**src/shared/hdmc_cfg.svh**
```systemverilog
// Offsets, field positions, reset values and timing counts
`ifndef HDMC_CFG_SVH
`define HDMC_CFG_SVH
`define HDMC_ADDR_DRIVE_MODE_CFG 8'h1D
`define HDMC_POS_NG_LVL          6
`define HDMC_POS_ROTOR_OL        5
`define HDMC_POS_SUPPLY_OFF      4
`define HDMC_POS_LIVE_UNSIGNED   3
`define HDMC_POS_UPDATE_RATE     2
`define HDMC_POS_INPUT_ANALOG    1
`define HDMC_POS_RES_OL          0
`define HDMC_RST_DRIVE_MODE_CFG  8'hA0
`define HDMC_NG_LVL_2PCT         8'h06
`define HDMC_NG_LVL_4PCT         8'h0B
`define HDMC_NG_LVL_8PCT         8'h15
`define HDMC_PWM_DIV_HALF        6'h3F
`define HDMC_EXT_INPUT_MODE      3'h3
`define HDMC_SUPPLY_NOMINAL      8'h80
`endif

```
**src/shared/hdmc_pkg.sv**
```systemverilog
// Types for the drive mode configuration block
`default_nettype none
package hdmc_pkg;
  typedef struct packed {
    logic [1:0] noise_gate_level;
    logic       rotor_open_loop_sel;
    logic       supply_scaling_off;
    logic       live_data_unsigned;
    logic       resonant_update_rate;
    logic       input_analog_sel;
    logic       resonant_open_loop_sel;
  } hdmc_cfg_t;

  typedef struct packed {
    logic       wr;
    logic       rd;
    logic [7:0] addr;
    logic [7:0] wdata;
  } hdmc_req_t;

  typedef enum logic [1:0] {
    HDMC_IDLE = 2'b00,
    HDMC_PLAY = 2'b01,
    HDMC_STOP = 2'b11
  } hdmc_state_t;
endpackage : hdmc_pkg
`default_nettype wire

```
**src/logic/hdmc_drive_mode.sv**
```systemverilog
// Drive mode configuration register and the drive path it steers
// Function
// - Two-bit noise gate: off, 2%, 4%, 8% of input; resets to 4%.
// - Rotating-mass control scheme bit: 0 closed, 1 open loop; resets open.
// - Closed-loop rotating mass uses overdrive and braking; open loop stays.
// - Supply compensation disable bit: 0 active, 1 off; resets to 0.
// - Compensation holds drive level over supply; off means no scaling.
// - Live playback data format: 0 signed, 1 unsigned; resets signed.
// - Open-loop resonant amplitude update once (0) or twice (1) per cycle.
// - In mode 3 input bit selects PWM (0) or analog (1) pin read.
// - PWM input: amplitude follows duty cycle of the external pin.
// - Analog input: amplitude follows level on the external pin.
// - Resonant drive: 0 auto-resonance, 1 open loop at chosen frequency.
// - Open loop with PWM input: commutation is PWM frequency over 128.
// - Live, library and audio modes take frequency from 7-bit period.
// - Open loop with analog input is unsupported; software avoids it.
// - Actuator type: 0 rotating mass settings, 1 resonant settings.
// - Configuration register sits at register address 0x1D.
`timescale 1ns/1ps
`default_nettype none
`include "hdmc_cfg.svh"
module hdmc_drive_mode #(
  parameter int unsigned OL_TICK_CYC = 2500
) (
  // Clock and reset
  input  wire logic                core_clk,
  input  wire logic                rst_b,
  // Register port
  input  wire hdmc_pkg::hdmc_req_t reg_req,
  output logic [7:0]               reg_rdata,
  // Playback control
  input  wire logic [2:0]          op_mode,
  input  wire logic                actuator_type_sel,
  input  wire logic                playback_go,
  input  wire logic [6:0]          open_loop_period,
  input  wire logic [7:0]          live_playback,
  input  wire logic [7:0]          library_level,
  // External input and supply
  input  wire logic                external_input_pin,
  input  wire logic [7:0]          analog_level,
  input  wire logic [7:0]          supply_level,
  // Drive outputs
  output logic [7:0]               drive_amplitude,
  output logic                     commutation_phase,
  output logic                     overdrive_brake_en,
  output logic                     resonance_track_en,
  output logic                     playing
);
  import hdmc_pkg::*;

  hdmc_cfg_t   cfg_q;
  hdmc_cfg_t   act_q;
  hdmc_state_t state_q;
  logic [2:0]  pin_sync_q;
  logic [15:0] per_cnt_q;
  logic [15:0] high_cnt_q;
  logic [7:0]  duty_q;
  logic [5:0]  edge_cnt_q;
  logic        pwm_comm_q;
  logic [22:0] ol_cnt_q;
  logic        ol_comm_q;
  logic        comm_prev_q;
  logic        ext_mode;
  logic        pin_rise;
  logic        pin_level;
  logic        res_ol_eff;
  logic        comm_src;
  logic        upd_strobe;
  logic [7:0]  raw_amp;
  logic [7:0]  gate_lvl;
  logic [7:0]  gated_amp;
  logic [23:0] scaled;
  logic [7:0]  comp_amp;
  logic [22:0] ol_limit;

  // Register write and read-back
  always_ff @(posedge core_clk or negedge rst_b) begin
    if (!rst_b) begin
      cfg_q <= `HDMC_RST_DRIVE_MODE_CFG;
    end else if (reg_req.wr && reg_req.addr == `HDMC_ADDR_DRIVE_MODE_CFG) begin
      cfg_q <= reg_req.wdata;
    end
  end

  always_ff @(posedge core_clk or negedge rst_b) begin
    if (!rst_b) begin
      reg_rdata <= 8'h00;
    end else if (reg_req.rd) begin
      // Other addresses belong to neighbouring registers; answer zero
      reg_rdata <= (reg_req.addr == `HDMC_ADDR_DRIVE_MODE_CFG) ?
                   cfg_q : 8'h00;
    end
  end

  // Playback sequencing; settings are captured only at start
  always_ff @(posedge core_clk or negedge rst_b) begin
    if (!rst_b) begin
      state_q <= HDMC_IDLE;
      act_q   <= `HDMC_RST_DRIVE_MODE_CFG;
    end else begin
      case (state_q)
        HDMC_IDLE: begin
          if (playback_go) begin
            act_q   <= cfg_q;
            state_q <= HDMC_PLAY;
          end
        end
        HDMC_PLAY: begin
          if (!playback_go) begin
            state_q <= HDMC_STOP;
          end
        end
        HDMC_STOP: state_q <= HDMC_IDLE;
        default:   state_q <= HDMC_IDLE;
      endcase
    end
  end

  assign playing = (state_q == HDMC_PLAY);

  // Pin crosses in via three stages; level accepted when last two agree
  always_ff @(posedge core_clk or negedge rst_b) begin
    if (!rst_b) begin
      pin_sync_q <= 3'h0;
    end else begin
      pin_sync_q <= {pin_sync_q[1:0], external_input_pin};
    end
  end

  always_ff @(posedge core_clk or negedge rst_b) begin
    if (!rst_b) begin
      pin_level <= 1'b0;
    end else if (pin_sync_q[1] == pin_sync_q[2]) begin
      pin_level <= pin_sync_q[2];
    end
  end

  logic pin_level_prev_q;
  always_ff @(posedge core_clk or negedge rst_b) begin
    if (!rst_b) begin
      pin_level_prev_q <= 1'b0;
    end else begin
      pin_level_prev_q <= pin_level;
    end
  end
  assign pin_rise = pin_level && !pin_level_prev_q;

  // Duty measurement over one PWM period; division kept out of hot path
  always_ff @(posedge core_clk or negedge rst_b) begin
    if (!rst_b) begin
      per_cnt_q  <= 16'h0000;
      high_cnt_q <= 16'h0000;
      duty_q     <= 8'h00;
    end else if (pin_rise) begin
      if (per_cnt_q != 16'h0000) begin
        duty_q <= 8'(({high_cnt_q, 8'h00} - {8'h00, high_cnt_q})
                      / {8'h00, per_cnt_q});
      end
      per_cnt_q  <= 16'h0001;
      high_cnt_q <= 16'h0001;
    end else begin
      if (per_cnt_q != 16'hFFFF) begin
        per_cnt_q <= per_cnt_q + 16'h0001;
      end
      if (pin_level && high_cnt_q != 16'hFFFF) begin
        high_cnt_q <= high_cnt_q + 16'h0001;
      end
    end
  end

  // PWM frequency divided by 128: toggle every 64 rising edges
  always_ff @(posedge core_clk or negedge rst_b) begin
    if (!rst_b) begin
      edge_cnt_q <= 6'h00;
      pwm_comm_q <= 1'b0;
    end else if (pin_rise) begin
      edge_cnt_q <= edge_cnt_q + 6'h01;
      if (edge_cnt_q == `HDMC_PWM_DIV_HALF) begin
        pwm_comm_q <= ~pwm_comm_q;
      end
    end
  end

  // Period field sets each half cycle in ticks of OL_TICK_CYC cycles
  assign ol_limit = 23'(open_loop_period) * 23'(OL_TICK_CYC);

  always_ff @(posedge core_clk or negedge rst_b) begin
    if (!rst_b) begin
      ol_cnt_q  <= 23'h000000;
      ol_comm_q <= 1'b0;
    end else if (!playing || ol_limit == 23'h000000) begin
      // Each playback starts its phase fresh, not from the last one
      ol_cnt_q  <= 23'h000000;
      ol_comm_q <= 1'b0;
    end else if (ol_cnt_q + 23'h000001 >= ol_limit) begin
      ol_cnt_q  <= 23'h000000;
      ol_comm_q <= ~ol_comm_q;
    end else begin
      ol_cnt_q <= ol_cnt_q + 23'h000001;
    end
  end

  assign ext_mode = (op_mode == `HDMC_EXT_INPUT_MODE);
  // Analog with open loop is unsupported; fall back to auto-resonance
  assign res_ol_eff = act_q.resonant_open_loop_sel &&
                      !(ext_mode && act_q.input_analog_sel);
  assign comm_src = (ext_mode && !act_q.input_analog_sel) ?
                    pwm_comm_q : ol_comm_q;

  always_ff @(posedge core_clk or negedge rst_b) begin
    if (!rst_b) begin
      commutation_phase <= 1'b0;
      comm_prev_q       <= 1'b0;
    end else begin
      commutation_phase <= actuator_type_sel && res_ol_eff && playing &&
                           comm_src;
      comm_prev_q       <= commutation_phase;
    end
  end

  // Once per cycle on rising phase, or on both phase edges
  assign upd_strobe = act_q.resonant_update_rate ?
                      (commutation_phase != comm_prev_q) :
                      (commutation_phase && !comm_prev_q);

  // Amplitude source selection
  always_comb begin
    if (ext_mode) begin
      raw_amp = act_q.input_analog_sel ? analog_level : duty_q;
    end else if (act_q.live_data_unsigned) begin
      raw_amp = live_playback;
    end else begin
      // Signed data maps to offset binary so zero sits mid-scale
      raw_amp = {~live_playback[7], live_playback[6:0]};
    end
    if (op_mode != `HDMC_EXT_INPUT_MODE && op_mode == 3'h0) begin
      raw_amp = library_level;
    end
  end

  // Noise gate only applies to pin-driven amplitudes
  always_comb begin
    case (act_q.noise_gate_level)
      2'h1:    gate_lvl = `HDMC_NG_LVL_2PCT;
      2'h2:    gate_lvl = `HDMC_NG_LVL_4PCT;
      2'h3:    gate_lvl = `HDMC_NG_LVL_8PCT;
      default: gate_lvl = 8'h00;
    endcase
  end
  assign gated_amp = (ext_mode && raw_amp < gate_lvl) ? 8'h00 : raw_amp;

  // Scale by nominal over measured supply, saturating at full scale
  // Wide enough that full scale over a low supply cannot wrap
  assign scaled = (supply_level == 8'h00) ? 24'hFFFFFF :
                  ((24'({gated_amp, 8'h00}) / 24'(supply_level)) *
                   24'(`HDMC_SUPPLY_NOMINAL)) >> 8;
  assign comp_amp = act_q.supply_scaling_off ?
                    gated_amp :
                    (scaled > 24'h0000FF ? 8'hFF : scaled[7:0]);

  always_ff @(posedge core_clk or negedge rst_b) begin
    if (!rst_b) begin
      drive_amplitude <= 8'h00;
    end else if (!playing) begin
      drive_amplitude <= 8'h00;
    end else if (!actuator_type_sel || !res_ol_eff || upd_strobe) begin
      drive_amplitude <= comp_amp;
    end
  end

  always_ff @(posedge core_clk or negedge rst_b) begin
    if (!rst_b) begin
      overdrive_brake_en <= 1'b0;
      resonance_track_en <= 1'b0;
    end else begin
      overdrive_brake_en <= playing && !actuator_type_sel &&
                            !act_q.rotor_open_loop_sel;
      resonance_track_en <= playing && actuator_type_sel &&
                            !res_ol_eff;
    end
  end
endmodule : hdmc_drive_mode
`default_nettype wire

```
**config.mk**
```make
export PLATFORM = sky130hd
export DESIGN_NAME = hdmc_drive_mode
export DESIGN_NICKNAME = d
export VERILOG_FILES = /design/src/shared/hdmc_pkg.sv /design/src/logic/hdmc_drive_mode.sv
export VERILOG_INCLUDE_DIRS = /design/src /design/src/shared
export SDC_FILE = /design/constraint.sdc
export NUM_CORES = 1
export LEC_CHECK = 0
export BUFFER_PORTS_ARGS = -buffer_cell sky130_fd_sc_hd__buf_2
export CAP_MARGIN = 10
export CORE_MARGIN = 3
export CORE_UTILIZATION = 60
export DETAILED_ROUTE_END_ITERATION = 8
export PLACE_DENSITY = 0.77
export SYNTH_ARGS = -nofsm -noshare
export SYNTH_HDL_FRONTEND = slang
export SYNTH_SLANG_ARGS = --single-unit
```
**constraint.sdc**
```tcl
create_clock -name core_clk -period 133.8 [get_ports core_clk]
set_input_delay 6.69 -clock core_clk [delete_from_list [all_inputs] [get_ports core_clk]]
set_output_delay 6.69 -clock core_clk [all_outputs]
set_load 0.05 [all_outputs]
```
; ---- Yosys cells after proc, flatten, opt, wreduce, memory -nomap -nowiden
; Cells that the tools add are included.
; Widths: inputs -> output; s select.
[classes]
magnitude_cmp = 3
add_sub_neg = 5
div_mod_pow = 2
eq_ne = 15
n_mux = 25
n_reduce_logical = 39
bitwise_logic = 3
mul = 1
[ops]
columns = operator, count
row1 = $mux 8, 10
row2 = $mux 16, 4
row3 = $mux 23, 2
row4 = $add 16x1->16 const B, 2
row5 = $ne 16x16->1 const B, 2
row6 = $div 16x8->24, 1
row7 = $div 24x16->24, 1
row8 = $gt 24x8->1 const B, 1
row9 = $mux 24, 1
row10 = $sub 24x16->24, 1
row11 = $add 23x1->23 const B, 1
row12 = $ge 23x19->1, 1
row13 = $logic_not 23->1, 1
row14 = $mul 7x10->17 const B, 1
row15 = $logic_and 1x1->1, 16
row16 = $reduce_bool 16->1, 1
row17 = $pmux 5 s3, 1
row18 = $eq 8x5->1 const B, 1
row19 = $logic_not 1->1, 8
row20 = $logic_not 8->1, 1
row21 = $lt 8x8->1, 1
row22 = $reduce_and 2->1, 4
row23 = $add 6x1->6 const B, 1
row24 = $eq 6x6->1 const B, 1
row25 = 16 further kinds, 29
[word_totals]
output_inout_bits = 20
word_cells = 124
input_bits = 65
ff_bits = 114

; ---- Logic depth before layout (Yosys ltp)
; Gate-level depths: netlist of the first run.
[logic_depth]
ltp_word = 14
mapped_depth = 400
depth_no_buf = 377

; ---- Worst setup path before layout of the first run
; Ideal clock, no wire load.
[synth_timing]
path_type = reg-to-reg
startpoint = reg high_cnt_q[8]
endpoint = reg duty_q[0]
path_slack_ns = 62.172
period_less_slack_ns = 71.628
setup_time_ns = 0.136
arrival_ns = 71.492
t_required_ns = 133.664
n_path_buf = 23
path_stages_with_launch = 390
cell_sequence = dfrtp_1 inv_1 ha_1 nor4b_1 a31o_2 a21o_1 a21oi_1 o21bai_1 a21oi_1 o21bai_1 a21oi_1 o311ai_0 xnor2_1 ha_1 and3_1 nor2_1 a21oi_1 ha_1 (+354 left out) a21o_1 a21o_1 a21oi_1 nor2b_1 o21ai_0 nand2b_1 a21oi_1 nor2b_1 o21ai_0 nand2b_1 a21oi_1 nor2b_1 o21ai_0 nand2b_1 a21oi_1 o211ai_1 a2111oi_0 a31oi_1
[synth_between]
elab_chain_cells = 2
[synth_rtl]
columns = element, line
row1 = from (decl), hdmc_drive_mode.sv:56  ; logic [15:0] high_cnt_q;
row2 = from (signal assigned), hdmc_drive_mode.sv:166  ; high_cnt_q <= high_cnt_q + 16'h0001;
row3 = $sub 24x16->24, hdmc_drive_mode.sv:156  ; duty_q <= 8'(({high_cnt_q, 8'h00} - {8'h00, high_cnt_q})
row4 = $div 24x16->24, hdmc_drive_mode.sv:157  ; / {8'h00, per_cnt_q});
row5 = to (signal assigned), hdmc_drive_mode.sv:156
row6 = to (decl), hdmc_drive_mode.sv:57  ; logic [7:0] duty_q;
; No other way between the ends.
; A chain may end at the register's enable or synchronous reset.

; ---- Final worst setup path of the first run
; Ends and elaborated chain as after synthesis.

==> impl_metrics.yaml, run 1 <==
outcome:
  status: "finished clean"
synthesis:
  syn_inst: 3921
  netlist.area_leader.share_pct: 21.0
  yosysSeqAreaShare_pct: 9.71
  synthFlopType: "dfrtp_1"
  yosys_warnings: 0
  synthesis.area_um2: 29400
  synth_top_cell_by_area: "ha_1"
  synth_area_leaders: "ha_1, dfrtp_1, o21a_1"
  synth_edf_count: 0
  ys_types: 128
  synth.most_common_cell: "ha_1"
  synth-seq-cells: 114
  synth_common_cells: "ha_1, nor2_1, nand2_1"
  ys_async_sr_fraction_pct: 100
  postSynthAreaPerCell_um2: 7.50
worst_hold_path:
  hp-start: "pin_sync_q[0]"
  hold_class: "reg2reg"
sta:
  rsz0062_at_grt: "false"
  post-route-period-util_pct: 56.7
  relSlewSlack_pct: 33.6
  min_period_ns: 75.92
  setup_viol: 0
  slew_viol_final: 0
  fin_setup_tns_ns: 0
  max_freq_mhz: 13.2
  tightestPinTransition_ns: 0.970
  fin_skew_ns: 0.00865
  hold_violations: 0
  hold_ws_ns: 0.347
cells_and_area:
  drive_gt1_share_pct: 9.59
  fill_cells: 4322
  final_net_count: 4541
  post-route-util_pct: 64.8
  area_growth_syn_to_layout_pct: 5.74
routing:
  via_per_inst: 6.43
  vias: 29600
  drtIter0Drc: 2064
  ant_nets: 0
  wl_per_cell_um: 17.7
  dr.pass1.iters: 8
  drc: 0
  drt_wl_total_um: 81400
global_route:
  grt_first_pass_wirelength_um: 133000
  grt_max_degree: 66
  track_usage_pct: 30.6
  antenna_found_initial: 2
  grt_remaining_overflow: 0
  first_global_vias: 27500
clocking:
  cts_tree: "built"
  clkSinkCount: 114
  clk_path_buf_depth: 2
  cts_buffers: 17
  post_cts_buffers: 0
  h-tree-depth: 4
  cts.repair.resized: 0
  postCtsHoldBufs: 0
  clk_pin_slew_ns: 0.06
  root_buffer: "clkbuf_16"
  clkLatencyLatePin_ns: 0.43
critical_path:
  cpPeakStageDelay_ns: 0.98
  crit_path_start_kind: "flop"
  timing.rr.start: "high_cnt_q[8]"
  crit_arrival_ns: 76.22
  end_kind: "flop"
  setup.worst_path.start: "high_cnt_q[8]"
  path_common_cell: "o21a_1"
  crit_fanout: 34
  critical_path.slowest_cell: "or4_1"
  cp.required_ns: 134.10
  worstSetupPathType: "reg2reg"
placement:
  numPortBuffers: 84
  place.detailed.hpwl_um: 64000
  gp_congestion: 0.924
die:
  ios: 85
  die_y_um: 227
  core_um2: 48000
  rows: 80
  fp.dieW_um: 227
  dieArea_um2: 51700
  start_util_pct: 61.2
flow_run:
  cap_viol_max_count: 0
## worst paths after layout
| kind | endpoint | depth (start not counted) | slack (ns) |
|---|---|---|---|
| worst max-delay path | duty_q[0] | 367 | 57.88 |
| min in group asynchronous | drive_amplitude[4] | 1 | 6.26 |
| max in group asynchronous | per_cnt_q[11] | 2 | 126.24 |
| worst max register to register | duty_q[0] | 367 | 57.88 |
| worst min-delay path | pin_sync_q[1] | 0 | 0.35 |
| worst min register to register | pin_sync_q[1] | 0 | 0.35 |
## cell families after synthesis
group	share of synthesized area [%]
flip-flops	9.71
buffers and inverters	3.58
XOR/XNOR	5.95
AND/OR/NAND/NOR	25.2
multiplexers	5.32
AO/OA/AOI/OAI	28.5
other	0.0127
adder cells (fa/ha/maj)	21.8
## cells in the final DEF (no fill, tap or decap), drive strengths merged, types with 11 or more instances in the layout
cell type    n
a2111oi     12
a211oi      31
a21o       104
a21oi      214
a31o        11
a31oi       19
and2        34
and3        51
buf        123
clkbuf      17
conb        12
dfrtp      110
ha         495
inv        158
mux2       101
mux2i       42
nand2      330
nand2b      50
nand3       74
nand4       58
nor2       380
nor2b       46
nor3       312
nor4        35
o211a       12
o211ai      22
o21a       286
o21ai      203
o21bai      25
o31a        12
o31ai      119
or2         38
or3         46
or4         12
xnor2      145
xor2        55
## worst max-delay path: cells and delay by family (launching register included)
| kind | cells | cell delay, ns |
|---|---|---|
| fa+ha+maj | 25 | 7.48 |
| xor+xnor | 1 | 0.30 |
| simple gates | 65 | 11.24 |
| flops | 1 | 0.43 |
| compound gates | 250 | 50.09 |
| buf+inv | 20 | 4.16 |
| mux | 6 | 1.97 |
## flip-flops by register name, summed over array words and instances, names as in the netlist, 2 cells and up
signal           cells
reg_rdata            8
state_q              2
cfg_q                8
edge_cnt_q           6
ol_cnt_q            23
per_cnt_q           16
act_q                8
drive_amplitude      8
high_cnt_q          16
duty_q               8
pin_sync_q           3
## per-stage QoR
stage / cell area [um^2] / setup slack [ns] / instances
6_report: 31100 / 57.88 / 4603
5_1_grt: 31100 / 51.00 / 4600
4_1_cts: 31100 / 58.62 / 4599
3_5_place_dp: 30500 / 59.00 / 4567
3_3_place_gp: 30500 / 61.37 / 4567
2_1_floorplan: 29500 / 62.17 / 3932
## layer usage
layer  wire length (um)  up-vias  track usage (%)  part of all wire [%]
li1                   -    14800                -                     -
met1              36800    13800             40.0                    45
met2              38700      776             53.9                    48
met3               3960      155             2.84                   4.9
met4               1970        2             8.36                   2.4
met5                 11        -                0                 0.014
## final cells by class
cell class | instances | area [um^2] | share of cell area (%)
clock buffers | 17 | 425 | 1.37
multi-input cells | 3561 | 25600 | 82.2
clock inverters | 15 | 170 | 0.547
repair buffers | 123 | 716 | 2.30
well taps | 615 | 769 | 2.47
diodes | 3 | 7.51 | 0.0241
inverters | 155 | 582 | 1.87
flip-flops and latches | 114 | 2860 | 9.18
Power of run 1 is not shown: default switching activity piles up to over one toggle a cycle in this logic, so the estimate is an artifact.
==> inputs of run 2 (changes only) <==
==> constraint.sdc (replaced) <==
create_clock -name core_clk -period 73.4 [get_ports core_clk]
set_input_delay 3.67 -clock core_clk [delete_from_list [all_inputs] [get_ports core_clk]]
set_output_delay 3.67 -clock core_clk [all_outputs]
set_load 0.05 [all_outputs]
==> run 2 against run 1 <==
  * Cell area increased by 1.7%
  * Global-route usage grew 0.28 points
  * Maximum frequency is 10% higher
  * Critical path depth up 4
  * Register-to-register slack lost 53 ns
  * Clock skew up 0.0038 ns
  * First-iteration DRC count fell by 3.0%
  * Non-clock buffer count grew 27
  * Setup slack worse by 53 ns
  * Core utilization rose by 1.1 points
==> impl_metrics.yaml, run 2 (synthesis gave the netlist of run 1 again) <==
outcome:
  status: "finished clean"
clocking:
  root_buffer: "clkbuf_16"
  cts_tree: "built"
  clk_pin_slew_ns: 0.06
  h-tree-depth: 4
  clkSinkCount: 114
  clk_path_buf_depth: 2
  cts_buffers: 17
  clkLatencyLatePin_ns: 0.43
sta:
  post-route-period-util_pct: 93.9
  max_freq_mhz: 14.5
  fin_skew_ns: 0.0125
  relSlewSlack_pct: 24.6
  hold_violations: 0
  min_period_ns: 68.91
  setup_viol: 0
  fin_setup_tns_ns: 0
  tightestPinTransition_ns: 1.10
  slew_viol_final: 0
global_route:
  use_met3_pct: 3.00
  first_global_vias: 27600
  grtUsageMet1_pct: 40.1
  track_usage_pct: 30.9
  antenna_found_initial: 0
  top_usage_layer: "met2"
  grt_max_degree: 62
  grt_first_pass_wirelength_um: 134000
  grt_use_met2_pct: 53.8
  grt_remaining_overflow: 0
die:
  die_y_um: 227
  rows: 80
  fp.dieW_um: 227
  core_um2: 48000
  ios: 85
  dieArea_um2: 51700
  start_util_pct: 61.2
critical_path:
  crit_path_start_kind: "flop"
  cp.required_ns: 73.70
  worstSetupPathType: "reg2reg"
  path_common_cell: "o21a_1"
  crit_arrival_ns: 69.21
  critPathBufInv: 21
  critPathTopFamily: "compound AO/OA/AOI/OAI gates"
  crit_fanout: 30
  critical_path.slowest_cell: "or4_4"
  end_kind: "flop"
  cpPeakStageDelay_ns: 0.54
routing:
  wl_per_cell_um: 17.9
  drtIter0Drc: 2003
  dr.pass1.iters: 8
  ant_nets: 0
  drt_wl_total_um: 83100
  via_per_inst: 6.46
  vias: 29900
  drc: 0
cells_and_area:
  largest_reg_flops: 23
  top_regs: "ol_cnt_q x23, high_cnt_q x16, per_cnt_q x16"
  final_common_cell: "ha_1"
  layout_common_cells: "ha_1, nor2_1, nand2_1"
  multi_input_area_um2: 25900
  drive_gt1_share_pct: 11.3
  seq_area_um2: 2860
  fill_cells: 4225
  regMostFlops: "ol_cnt_q"
  area_growth_syn_to_layout_pct: 7.52
  final_net_count: 4571
worst_hold_path:
  hold_class: "reg2reg"
placement:
  numPortBuffers: 84
  gp_congestion: 0.922
  place.detailed.hpwl_um: 64500
flow_run:
  cap_viol_max_count: 0
==> run 2: cell types whose count changed in the layout (fill, tap and decap cells not counted), moves of 3 or more <==
cell     before  now
inv_8         1    4
o21ai_2       4    9
buf_4        40   63
o21ai_1      19   22
o21ai_0     180  170
a21oi_2       3   16
a21oi_1     209  195
nor3_1      305  302
==> run 2: final cells by class <==
type | count | area share [%]
multi-input combinational | 3564 | 81.8
sequential | 114 | 9.04
timing repair buffer | 150 | 2.96
tap | 615 | 2.43
inverter | 155 | 1.89
clock buffer | 17 | 1.34
clock inverter | 15 | 0.514
antenna | 2 | 0.0158
==> run 2: routing by layer <==
metal	up-vias	share of wire (%)
met3	200	5.5
met4	0	3.2
met1	13900	44
met2	851	47
met5	-	0
li1	14900	-
==> run 2: path summary, 6_finish.rpt <==
path / from / to / slack, ns / cells past startpoint
worst max-delay path: per_cnt_q[12] / duty_q[0] / 4.49 / 371
worst min-delay path: pin_sync_q[0] / pin_sync_q[1] / 0.36 / 0
worst max register to register: per_cnt_q[12] / duty_q[0] / 4.49 / 371
worst min register to register: pin_sync_q[0] / pin_sync_q[1] / 0.36 / 0
max in group asynchronous: rst_b / high_cnt_q[0] / 68.78 / 2
min in group asynchronous: rst_b / drive_amplitude[7] / 3.29 / 1
==> run 2: through the flow <==
step	hold slack, ns	setup slack [ns]	std cells	area (um^2)	util (%)
6_report	0.363	4.49	4632	31600	65.9
5_1_grt	0.374	-0.460	4630	31600	65.8
4_1_cts	0.368	0.196	4603	31100	64.8
3_5_place_dp	0.339	-0.351	4571	30500	63.6
3_3_place_gp	0.334	1.97	4571	30500	63.6
2_1_floorplan	0.331	1.77	3932	29500	-
==> run 2: repair_timing <==
action                                 CTS  global route
endpoints found under the hold margin    0             0
cloned                                   0             4
hold buffers                             0             0
pin swaps                                0            18
setup endpoints to repair                1             2
buffers inserted                         0            22
gates resized for setup                  3            76
Power of run 2 is left out for the same reason.
